## config.mk

```make
export PLATFORM = sky130hd
export DESIGN_NAME = ceq_ctrl_regs
export DESIGN_NICKNAME = d
export VERILOG_FILES = /design/src/hw/ceq_pkg.sv /design/src/hw/ceq_frame_if.sv /design/src/hw/ceq_ctrl_regs.sv /design/src/hw/ceq_spi_shift.sv /design/src/hw/ceq_sync3.sv
export SDC_FILE = /design/constraint.sdc
export NUM_CORES = 1
export LEC_CHECK = 0
export ABC_AREA = 1
export BUFFER_PORTS_ARGS = -buffer_cell sky130_fd_sc_hd__buf_2
export CAP_MARGIN = 5
export CORE_UTILIZATION = 55
export DETAILED_ROUTE_END_ITERATION = 7
export PLACE_DENSITY = 0.82
export SYNTH_ARGS = -nofsm -noshare
export SYNTH_HDL_FRONTEND = slang
export SYNTH_SLANG_ARGS = --single-unit
export TNS_END_PERCENT = 10
```

## constraint.sdc

```tcl
create_clock -name core_clk -period 3.35 [get_ports core_clk]
set_input_delay 0.1675 -clock core_clk [delete_from_list [all_inputs] [get_ports core_clk]]
set_output_delay 0.1675 -clock core_clk [all_outputs]
set_load 0.05 [all_outputs]
```

## src/hw/ceq_pkg.sv

```systemverilog
// Behaviour
// - general control bit 7 reads carrier detect
// - mute bit 6 mutes outputs, beats bypass
// - bypass bit 5 bypasses the equalizer
// - sleep beats mute and bypass
// - sleep codes: on, auto, forced, reserved
// - master reset bit 1 restores all, self-clears
// - acquisition reset bit 0 restarts fsm, self-clears
// - driver bits 7:6 pick output swing
// - driver bits 5:4 pick common-mode level
// - driver bit 3 enables de-emphasis
// - driver bits 2:1 pick de-emphasis level
// - launch bit 7 selects 6 dB attenuation mode
// - frame: command bit, 7 address, 8 data
// - writes land only when select returns high
package ceq_pkg;
    // register offsets
    localparam logic [6:0] ADDR_GEN    = 7'h00;
    localparam logic [6:0] ADDR_DRV    = 7'h01;
    localparam logic [6:0] ADDR_LAUNCH = 7'h02;
    // general control fields
    localparam int GEN_CD_BIT   = 7;
    localparam int GEN_MUTE_BIT = 6;
    localparam int GEN_BYP_BIT  = 5;
    localparam int GEN_SLP_HI   = 4;
    localparam int GEN_SLP_LO   = 3;
    localparam int GEN_RSV_BIT  = 2;
    localparam int GEN_MRST_BIT = 1;
    localparam int GEN_ARST_BIT = 0;
    // output driver fields
    localparam int DRV_SWG_HI  = 7;
    localparam int DRV_SWG_LO  = 6;
    localparam int DRV_OFS_HI  = 5;
    localparam int DRV_OFS_LO  = 4;
    localparam int DRV_DEEN_BIT = 3;
    localparam int DRV_DLV_HI  = 2;
    localparam int DRV_DLV_LO  = 1;
    localparam logic [7:0] DRV_WR_MASK = 8'hfe;
    // launch amplitude fields
    localparam int LAUNCH_ATT_BIT = 7;
    // reset values
    localparam logic       MUTE_RST   = 1'b0;
    localparam logic       BYP_RST    = 1'b0;
    localparam logic [1:0] SLEEP_RST  = 2'h1;
    localparam logic       RSV_RST    = 1'b0;
    localparam logic [7:0] DRV_RST    = 8'ha2;
    localparam logic [7:0] LAUNCH_RST = 8'h68;
    // sleep field codes
    localparam logic [1:0] SLEEP_NEVER = 2'h0;
    localparam logic [1:0] SLEEP_AUTO  = 2'h1;
    localparam logic [1:0] SLEEP_FORCE = 2'h2;
    // frame layout
    localparam int FRAME_BITS = 16;
    localparam int CMD_BIT    = 15;
    localparam int ADDR_HI    = 14;
    localparam int ADDR_LO    = 8;
    localparam logic CMD_WRITE = 1'b0;
    localparam logic CMD_READ  = 1'b1;
    localparam logic [4:0] FRAME_FULL = 5'h10;

    typedef enum logic [1:0] {
        ACQ_SLEEP,
        ACQ_SEEK,
        ACQ_LOCK
    } ceq_acq_t;
endpackage

```

## src/hw/ceq_frame_if.sv

```systemverilog
interface ceq_frame_if;
    logic        frameValid;
    logic [15:0] frameWord;
    logic [7:0]  readData;

    modport spi (output frameValid, output frameWord, input readData);
    modport regs (input frameValid, input frameWord, output readData);
endinterface

```

## src/hw/ceq_ctrl_regs.sv

```systemverilog
module ceq_ctrl_regs (
    // clock and reset
    input  wire logic       core_clk,
    input  wire logic       reset_n,
    // serial register port pins
    input  wire logic       spiSck,
    input  wire logic       spiSelN,
    input  wire logic       spiMosi,
    output logic            spiMiso,
    // analog front end status
    input  wire logic       carrierDet,
    // equalizer power and path control
    output logic            eqSleepQ,
    output logic            outMuteQ,
    output logic            eqBypassQ,
    output logic            eqLockQ,
    output logic            acqRestartQ,
    // output driver and launch settings
    output logic [1:0]      outSwing,
    output logic [1:0]      outOffset,
    output logic            deEmphEn,
    output logic [1:0]      deEmphLevel,
    output logic            launchAtten
);
    ceq_frame_if frm ();

    logic [3:0] pinLvl;
    logic       muteQ;
    logic       bypassQ;
    logic [1:0] sleepQ;
    logic       rsvQ;
    logic [7:0] drvQ;
    logic [7:0] launchQ;
    ceq_pkg::ceq_acq_t acqStateQ;
    ceq_pkg::ceq_acq_t acqStateD;

    // select idles high so it resets high
    ceq_sync3 #(
        .WIDTH   (4),
        .RST_VAL (4'h2)
    ) u_sync (
        .core_clk  (core_clk),
        .reset_n   (reset_n),
        .asyncIn   ({carrierDet, spiMosi, spiSelN, spiSck}),
        .stableOut (pinLvl)
    );

    wire carrierLvl = pinLvl[3];

    ceq_spi_shift u_spi (
        .core_clk (core_clk),
        .reset_n  (reset_n),
        .sckLvl   (pinLvl[0]),
        .selNLvl  (pinLvl[1]),
        .mosiLvl  (pinLvl[2]),
        .misoQ    (spiMiso),
        .frm      (frm.spi)
    );

    // frame decode
    wire [6:0] frAddr  = frm.frameWord[ceq_pkg::ADDR_HI:ceq_pkg::ADDR_LO];
    wire [7:0] frData  = frm.frameWord[7:0];
    wire       frWrite = frm.frameValid
                && (frm.frameWord[ceq_pkg::CMD_BIT] == ceq_pkg::CMD_WRITE);
    wire wrGen    = frWrite && (frAddr == ceq_pkg::ADDR_GEN);
    wire wrDrv    = frWrite && (frAddr == ceq_pkg::ADDR_DRV);
    wire wrLaunch = frWrite && (frAddr == ceq_pkg::ADDR_LAUNCH);
    wire masterRst = wrGen && frData[ceq_pkg::GEN_MRST_BIT];
    wire acqRst    = wrGen && frData[ceq_pkg::GEN_ARST_BIT];

    // self-clearing bits are never stored, so they read 0
    wire [7:0] genRead = {carrierLvl, muteQ, bypassQ, sleepQ, rsvQ,
                          2'h0};
    assign frm.readData =
        (frAddr == ceq_pkg::ADDR_GEN)    ? genRead :
        (frAddr == ceq_pkg::ADDR_DRV)    ? drvQ    :
        (frAddr == ceq_pkg::ADDR_LAUNCH) ? launchQ : 8'h00;

    // general control: master reset outranks the data of its own write
    always_ff @(posedge core_clk or negedge reset_n) begin
        if (!reset_n) begin
            muteQ   <= ceq_pkg::MUTE_RST;
            bypassQ <= ceq_pkg::BYP_RST;
            sleepQ  <= ceq_pkg::SLEEP_RST;
            rsvQ    <= ceq_pkg::RSV_RST;
        end else if (masterRst) begin
            muteQ   <= ceq_pkg::MUTE_RST;
            bypassQ <= ceq_pkg::BYP_RST;
            sleepQ  <= ceq_pkg::SLEEP_RST;
            rsvQ    <= ceq_pkg::RSV_RST;
        end else if (wrGen) begin
            muteQ   <= frData[ceq_pkg::GEN_MUTE_BIT];
            bypassQ <= frData[ceq_pkg::GEN_BYP_BIT];
            sleepQ  <= frData[ceq_pkg::GEN_SLP_HI:ceq_pkg::GEN_SLP_LO];
            rsvQ    <= frData[ceq_pkg::GEN_RSV_BIT];
        end
    end

    // driver bit 0 is read-only zero
    always_ff @(posedge core_clk or negedge reset_n) begin
        if (!reset_n) begin
            drvQ    <= ceq_pkg::DRV_RST;
            launchQ <= ceq_pkg::LAUNCH_RST;
        end else if (masterRst) begin
            drvQ    <= ceq_pkg::DRV_RST;
            launchQ <= ceq_pkg::LAUNCH_RST;
        end else begin
            if (wrDrv) begin
                drvQ <= frData & ceq_pkg::DRV_WR_MASK;
            end
            if (wrLaunch) begin
                launchQ <= frData;
            end
        end
    end

    // driver fields go straight out of the register flops
    assign outSwing    =
        drvQ[ceq_pkg::DRV_SWG_HI:ceq_pkg::DRV_SWG_LO];
    assign outOffset   =
        drvQ[ceq_pkg::DRV_OFS_HI:ceq_pkg::DRV_OFS_LO];
    assign deEmphEn    = drvQ[ceq_pkg::DRV_DEEN_BIT];
    assign deEmphLevel =
        drvQ[ceq_pkg::DRV_DLV_HI:ceq_pkg::DRV_DLV_LO];
    assign launchAtten = launchQ[ceq_pkg::LAUNCH_ATT_BIT];

    // reserved sleep code 11 behaves as always-on
    function automatic logic sleepDecode(input logic [1:0] code,
                                         input logic carrier);
        sleepDecode = (code == ceq_pkg::SLEEP_FORCE)
                      || ((code == ceq_pkg::SLEEP_AUTO) && !carrier);
    endfunction

    wire sleepNow  = sleepDecode(sleepQ, carrierLvl);
    wire muteNow   = !sleepNow && muteQ;
    wire bypassNow = !sleepNow && !muteQ && bypassQ;

    always_ff @(posedge core_clk or negedge reset_n) begin
        if (!reset_n) begin
            eqSleepQ  <= 1'b0;
            outMuteQ  <= 1'b0;
            eqBypassQ <= 1'b0;
        end else begin
            eqSleepQ  <= sleepNow;
            outMuteQ  <= muteNow;
            eqBypassQ <= bypassNow;
        end
    end

    // acquisition fsm: either reset bit restarts it from search
    always_comb begin
        acqStateD = acqStateQ;
        if (masterRst || acqRst) begin
            acqStateD = ceq_pkg::ACQ_SEEK;
        end else begin
            case (acqStateQ)
                ceq_pkg::ACQ_SLEEP: begin
                    if (!sleepNow) acqStateD = ceq_pkg::ACQ_SEEK;
                end
                ceq_pkg::ACQ_SEEK: begin
                    if (sleepNow) acqStateD = ceq_pkg::ACQ_SLEEP;
                    else if (carrierLvl) acqStateD = ceq_pkg::ACQ_LOCK;
                end
                ceq_pkg::ACQ_LOCK: begin
                    if (sleepNow) acqStateD = ceq_pkg::ACQ_SLEEP;
                    else if (!carrierLvl) acqStateD = ceq_pkg::ACQ_SEEK;
                end
                default: acqStateD = ceq_pkg::ACQ_SEEK;
            endcase
        end
    end

    always_ff @(posedge core_clk or negedge reset_n) begin
        if (!reset_n) begin
            acqStateQ   <= ceq_pkg::ACQ_SEEK;
            eqLockQ     <= 1'b0;
            acqRestartQ <= 1'b0;
        end else begin
            acqStateQ   <= acqStateD;
            eqLockQ     <= (acqStateD == ceq_pkg::ACQ_LOCK);
            acqRestartQ <= masterRst || acqRst;
        end
    end
endmodule

```

## src/hw/ceq_spi_shift.sv

```systemverilog
module ceq_spi_shift (
    // clock and reset
    input  wire logic    core_clk,
    input  wire logic    reset_n,
    // synchronised serial pins
    input  wire logic    sckLvl,
    input  wire logic    selNLvl,
    input  wire logic    mosiLvl,
    output logic         misoQ,
    // frame towards the register bank
    ceq_frame_if.spi     frm
);
    logic        sckPrevQ;
    logic        selNPrevQ;
    logic [15:0] shiftQ;
    logic [4:0]  bitCntQ;

    wire sckRise = sckLvl && !sckPrevQ && !selNLvl;
    wire sckFall = !sckLvl && sckPrevQ && !selNLvl;
    wire selRise = selNLvl && !selNPrevQ;
    wire cntFull = (bitCntQ == ceq_pkg::FRAME_FULL);
    wire rdLoad  = frm.frameValid
                   && (frm.frameWord[ceq_pkg::CMD_BIT] == ceq_pkg::CMD_READ);

    always_ff @(posedge core_clk or negedge reset_n) begin
        if (!reset_n) begin
            sckPrevQ  <= 1'b0;
            selNPrevQ <= 1'b1;
        end else begin
            sckPrevQ  <= sckLvl;
            selNPrevQ <= selNLvl;
        end
    end

    // chains pass through: only the last sixteen bits form our frame
    always_ff @(posedge core_clk or negedge reset_n) begin
        if (!reset_n) begin
            shiftQ  <= 16'h0000;
            bitCntQ <= 5'h00;
        end else if (rdLoad) begin
            shiftQ  <= {frm.frameWord[15:8], frm.readData};
            bitCntQ <= 5'h00;
        end else if (selNLvl) begin
            bitCntQ <= 5'h00;
        end else if (sckRise) begin
            shiftQ  <= {shiftQ[14:0], mosiLvl};
            bitCntQ <= cntFull ? bitCntQ : bitCntQ + 5'h01;
        end
    end

    // short frames are dropped: a partial word must not write
    always_ff @(posedge core_clk or negedge reset_n) begin
        if (!reset_n) begin
            frm.frameValid <= 1'b0;
            frm.frameWord  <= 16'h0000;
        end else begin
            frm.frameValid <= selRise && cntFull;
            if (selRise) begin
                frm.frameWord <= shiftQ;
            end
        end
    end

    // output changes on the falling clock, host samples on rising
    always_ff @(posedge core_clk or negedge reset_n) begin
        if (!reset_n) begin
            misoQ <= 1'b0;
        end else if (selNLvl || sckFall) begin
            misoQ <= shiftQ[15];
        end
    end
endmodule

```

## src/hw/ceq_sync3.sv

```systemverilog
module ceq_sync3 #(
    parameter int         WIDTH   = 4,
    parameter logic [3:0] RST_VAL = 4'h0
) (
    // clock and reset
    input  wire logic             core_clk,
    input  wire logic             reset_n,
    // asynchronous in, filtered out
    input  wire logic [WIDTH-1:0] asyncIn,
    output logic      [WIDTH-1:0] stableOut
);
    logic [WIDTH-1:0] stage1Q;
    logic [WIDTH-1:0] stage2Q;
    logic [WIDTH-1:0] stage3Q;

    always_ff @(posedge core_clk or negedge reset_n) begin
        if (!reset_n) begin
            stage1Q <= RST_VAL[WIDTH-1:0];
            stage2Q <= RST_VAL[WIDTH-1:0];
            stage3Q <= RST_VAL[WIDTH-1:0];
        end else begin
            stage1Q <= asyncIn;
            stage2Q <= stage1Q;
            stage3Q <= stage2Q;
        end
    end

    // a bit only moves once stages two and three agree
    for (genvar i = 0; i < WIDTH; i++) begin : g_bit
        always_ff @(posedge core_clk or negedge reset_n) begin
            if (!reset_n) begin
                stableOut[i] <= RST_VAL[i];
            end else if (stage2Q[i] == stage3Q[i]) begin
                stableOut[i] <= stage3Q[i];
            end
        end
    end
endmodule

```

* After elaboration in Yosys (flattened, before gate mapping)
Cells that the tools add are included.
** Operators by class
- Bitwise gates (word level) :: 1
- Muxes and demuxes :: 29
- Reduce and logical (&&, ||, !) cells :: 36
- $add $sub $neg :: 1
- Eq/ne operators :: 14
** Operators by type and width (number)
- two-way mux 8 bit :: 7
- two-way mux 16 bit :: 3
- two-way mux 5 bit :: 4
- logical AND 1 bit :: 17
- two-way mux 2 bit :: 8
- nonzero test 2 bit :: 4
- == test 7 x 1 -> 1 bit, second input constant :: 1
- == test 7 x 2 -> 1 bit, second input constant :: 1
- logical NOT 1 bit :: 7
- logical NOT 7 bit :: 1
- == test 2 bit, second input constant :: 3
- two-way mux 1 bit :: 6
- one-hot mux 2 bit (3 select lines) :: 1
- adder 5 x 1 -> 5 bit, second input constant :: 1
- == test 5 bit, second input constant :: 1
- == test 1 bit :: 4
- == test 2 x 1 -> 1 bit, second input constant :: 2
- AND reduction 2 bit :: 2
- logical OR 1 bit :: 3
- != test 3 bit, second input constant :: 1
- nonzero test 3 bit :: 1
- logical NOT 2 bit :: 1
- != test 2 x 1 -> 1 bit, second input constant :: 1
- inverter 1 bit :: 1
** Storage, ports and cells
- Input port bits :: 6
- Logic and storage cells :: 107
- Bits in registers :: 85

* Longest topological paths before layout
- Word-level depth :: 7
- Mapped depth :: 9

* Modules after synthesis
A second synthesis with hierarchy kept.
** Unflattened totals
- Cells, all modules :: 426
- Area total of the unflattened synthesis :: 3832.4 sq um
** By module, submodules not included
- ceq_spi_shift :: cells each 217, area each 1950.6 sq um, sequential area each 1027.2 sq um, instances 1
- ceq_ctrl_regs :: cells each 177, area each 1411.4 sq um, sequential area each 685.7 sq um, instances 1
- ceq_sync3 :: cells each 32, area each 470.5 sq um, sequential area each 405.4 sq um, instances 1

* Least setup slack after synthesis
No wires, ideal clock.
- Path kind :: register -> register
- Start point :: reg u_sync.stableOut[1]
- End point :: reg u_spi.frm.frameWord[2]
- Buffers on the path :: 1
- Period minus slack after synthesis :: 1.404 ns
- Setup time :: 0.128 ns
- Data arrival time :: 1.277 ns
- Path slack :: 1.946 ns
- Stages on the path, launching flop included :: 5
- Required time :: 3.222 ns
- Cells stage by stage :: dfstp_2 -> inv_2 -> or2_1 -> buf_4 -> mux2_1
** Between the ends
- Longest elaborated chain between the ends :: 1
** Ends and longest elaborated chain
- from (decl) :: RTL line ceq_sync3.sv:10 : output logic [WIDTH-1:0] stableOut
- from (signal, indexed assignment) :: RTL line ceq_sync3.sv:32 : stableOut[i] <= RST_VAL[i];
- from (signal, indexed assignment) :: RTL line ceq_sync3.sv:34 : stableOut[i] <= stage3Q[i];
- logical AND 1 bit :: RTL line ceq_spi_shift.sv:20 : wire selRise = selNLvl && !selNPrevQ;
- to (signal assigned) :: RTL line ceq_spi_shift.sv:59 : frm.frameWord <= shiftQ;
- to (decl) :: RTL line ceq_frame_if.sv:6 : modport spi (output frameValid, output frameWord, input readData);
No other way between the ends.
A chain may end at the register's enable or synchronous reset.

* Worst setup path in the final report
- Start point :: reg u_sync.stableOut[1]
- End point :: reg u_spi.frm.frameWord[7]
The elaborated chain is that of the path after synthesis.

==> impl_metrics.yaml <==
outcome:
  status: "finished with violations"
  violations: "negative hold slack"
placement:
  gp_congestion: 0.864
  hpwlAfterDp_um: 4580
  io_buffers: 19
  post_dp_cell_area_um2: 3670
route:
  top_layer: "met4"
  m1WireLength_um: 3140
  drc: 0
  wl_met2_um: 3310
  first_iter_violations: 253
  post_drt_wl_per_cell_um: 14.7
  antenna_left: 0
  detail_route.vias_per_cell: 5.61
  wl_um: 6920
  vias: 2647
  dr_wl_met3_um: 328
  drtPass1Iterations: 5
global_routing:
  grt_pass1_vias: 2503
  overflow: 0
  antenna_found_initial: 0
  grt_pass1_wl_um: 11400
  grt_max_degree: 85
  grt_use_total: 0.231
floorplanning:
  dieArea_um2: 6780
  die_w_um: 82.3
  dieHeight_um: 82.3
  core_area_um2: 6060
  start_util: 0.586
  pin_count: 20
  fp-row-count: 28
power:
  netSwitchingPower_uw: 985
  power_mw: 2.81
  powerDensity_nw_per_um2: 719
  p_seq_frac: 0.482
  p_leak_nw: 1.87
  p_sw_frac: 0.350
  p_clk_frac: 0.260
  p_int_mw: 1.83
  power_frac_comb: 0.258
  max-vdd-ir-drop_v: 0.000358
clock_network:
  cts_setup_buffers: 0
  cts_buffer_depth: 2
  clk_latency_ns: 0.36
  clkSlewWorstSetupHoldPaths_ns: 0.08
  cts_sinks: 84
  cts.repair.resized: 0
  cts_inserted_buffers: 9
  hold_buffers: 4
  cts_max_level: 3
  cts_root_buf: "clkbuf_8"
  cts_tree: "built"
logic_synthesis:
  ys_warn_count: 0
  ys_ff_latch: 84
  synth.avg_cell_area_um2: 9.62
  synth_nets: 377
  synth_cell_type_count: 30
  synthCells: 369
  ys_seq_area_frac: 0.597
  syn-cell-area_um2: 3550
timing:
  tns_ns: 0
  final.min_clock_period_ns: 1.79
  rsz0062_at_grt: "no"
  hold-worst-slack_ns: -0.0282
  fin_skew_ns: 0.00780
  hold_viol: 23
  timing.fmax_ghz: 0.558
  relSlewSlack: 0.329
  tightest_slew_ns: 1.01
  setup-violations-final: 0
  final_max_slew_viol_count: 0
  min_period_over_period: 0.535
critical_path:
  start_kind: "flip-flop"
  endpoint_kind: "flip-flop"
  critical_path_class: "flip-flop to flip-flop"
  crit_fanout: 29
  crit_required_ns: 3.59
  crit_arrival_ns: 2.03
cells_and_area:
  syn_to_final_growth_pct: 10.3
  postLayoutCoreUtil: 0.646
  drive_gt1_frac: 0.156
  fill_cells: 497
  design_area_um2: 3920
  fin_nets: 400
  diodes: 0
worst_hold_path:
  hp-class: "input port to asynchronous set/reset pin"
run:
  cap_viol_max_count: 0
==> power by group through the flow <==
stage,registers [mW],clock network [mW],logic [mW]
final,1.36,0.733,0.725
after global routing,1.38,0.800,0.804
after CTS,1.35,0.745,0.718
after detailed placement,1.37,0,0.706
after global placement,1.36,0,0.681
after floorplan,1.35,0,0.558
==> cell usage in the layout (no fill, tap or decap), types with 11 or more instances in the layout <==
master,netlist,routed
nor2_1,34,34
clkbuf_8,0,11
a21oi_1,24,24
dfstp_2,13,13
o21ai_0,29,29
dfrtp_1,71,71
nand3_1,30,30
buf_2,4,18
inv_1,36,36
nand2_1,65,65
o211ai_1,14,14
==> cells by family (layout without fill, tap and decap cells) <==
| logic type | count (synthesis) | count (layout) | synth area share |
|---|---|---|---|
| AND/OR/NAND/NOR | 142 | 142 | 0.180 |
| multiplexers | 4 | 4 | 0.0127 |
| XOR/XNOR | 2 | 2 | 0.00494 |
| AO/OA/AOI/OAI | 80 | 80 | 0.125 |
| buffers and inverters | 51 | 79 | 0.0617 |
| adder cells (fa/ha/maj) | 6 | 6 | 0.0183 |
| flip-flops | 84 | 84 | 0.597 |
==> registers in the layout, indices dropped and copies added (netlist names), 2 cells and up <==
signal               cells
u_spi.frm.frameWord     16
u_spi.shiftQ            16
launchQ                  8
drvQ                     7
u_spi.bitCntQ            5
u_sync.stableOut         4
u_sync.stage1Q           4
u_sync.stage2Q           4
u_sync.stage3Q           4
acqStateQ                2
sleepQ                   2
==> cell usage after synthesis <==
library cell  instances  share of area
maj3_1                4          0.011
ha_1                  2         0.0070
nand3_1              30          0.042
nand2_2               2         0.0035
clkbuf_1              3         0.0032
nand3_2               3         0.0085
dfrtp_1              71           0.50
nor3_2                1         0.0028
inv_1                36          0.038
or2_1                 1         0.0018
nor2_2                2         0.0035
a22oi_1               1         0.0021
a21oi_1              24          0.034
nand2_1              65          0.069
o21ai_1              10          0.014
o21a_1                1         0.0021
mux2_1                4          0.013
nor2_8                1         0.0056
nand3_4               1         0.0049
xor2_1                2         0.0049
nor2_1               34          0.036
buf_4                 2         0.0042
a21oi_2               1         0.0025
inv_2                 4         0.0042
dfstp_2              13          0.096
nor3_1                2         0.0028
buf_2                 4         0.0056
o21ai_0              29          0.041
buf_6                 2         0.0063
o211ai_1             14          0.030
==> per-layer routing <==
metal  track usage  vias up
met2         0.377       91
met4         0.118        0
met5             0        -
met1         0.285     1283
met3        0.0571       13
li1              -     1260
==> worst paths after layout <==
path | startpoint | endpoint | slack (ns) | cells after the start
max reg2reg | u_sync.stableOut[1] | u_spi.frm.frameWord[7] | 1.56 | 3
min | reset_n | u_sync.stableOut[3] | -0.03 | 1
min in group core_clk | u_sync.stage1Q[3] | u_sync.stage2Q[3] | 0.36 | 0
max | u_sync.stableOut[1] | u_spi.frm.frameWord[7] | 1.56 | 3
min reg2reg | u_sync.stage1Q[3] | u_sync.stage2Q[3] | 0.36 | 0
max in group asynchronous | reset_n | u_sync.stage2Q[2] | 2.73 | 1
==> worst max-delay path: stages (launching register included) <==
cell     delay [ns]
dfstp_2        0.60
inv_2          0.06
or2_1          0.55
mux2_1         0.46
==> area by class of cell <==
class	count	area (µm²)	area share
sequential	84	2120	0.541
clock inverter	4	47.5	0.0121
timing repair buffer	23	138	0.0352
inverter	40	150	0.0384
clock buffer	12	155	0.0396
tap	75	93.8	0.0240
multi-input combinational	234	1210	0.310
==> per-stage QoR <==
step | std cells | setup slack (ns)
floorplan | 369 | 1.95
global placement | 452 | 1.61
detailed placement | 452 | 1.57
CTS | 472 | 1.55
global route | 472 | 1.45
finish | 472 | 1.56
Note: power is estimated with default switching activity, not from simulation.
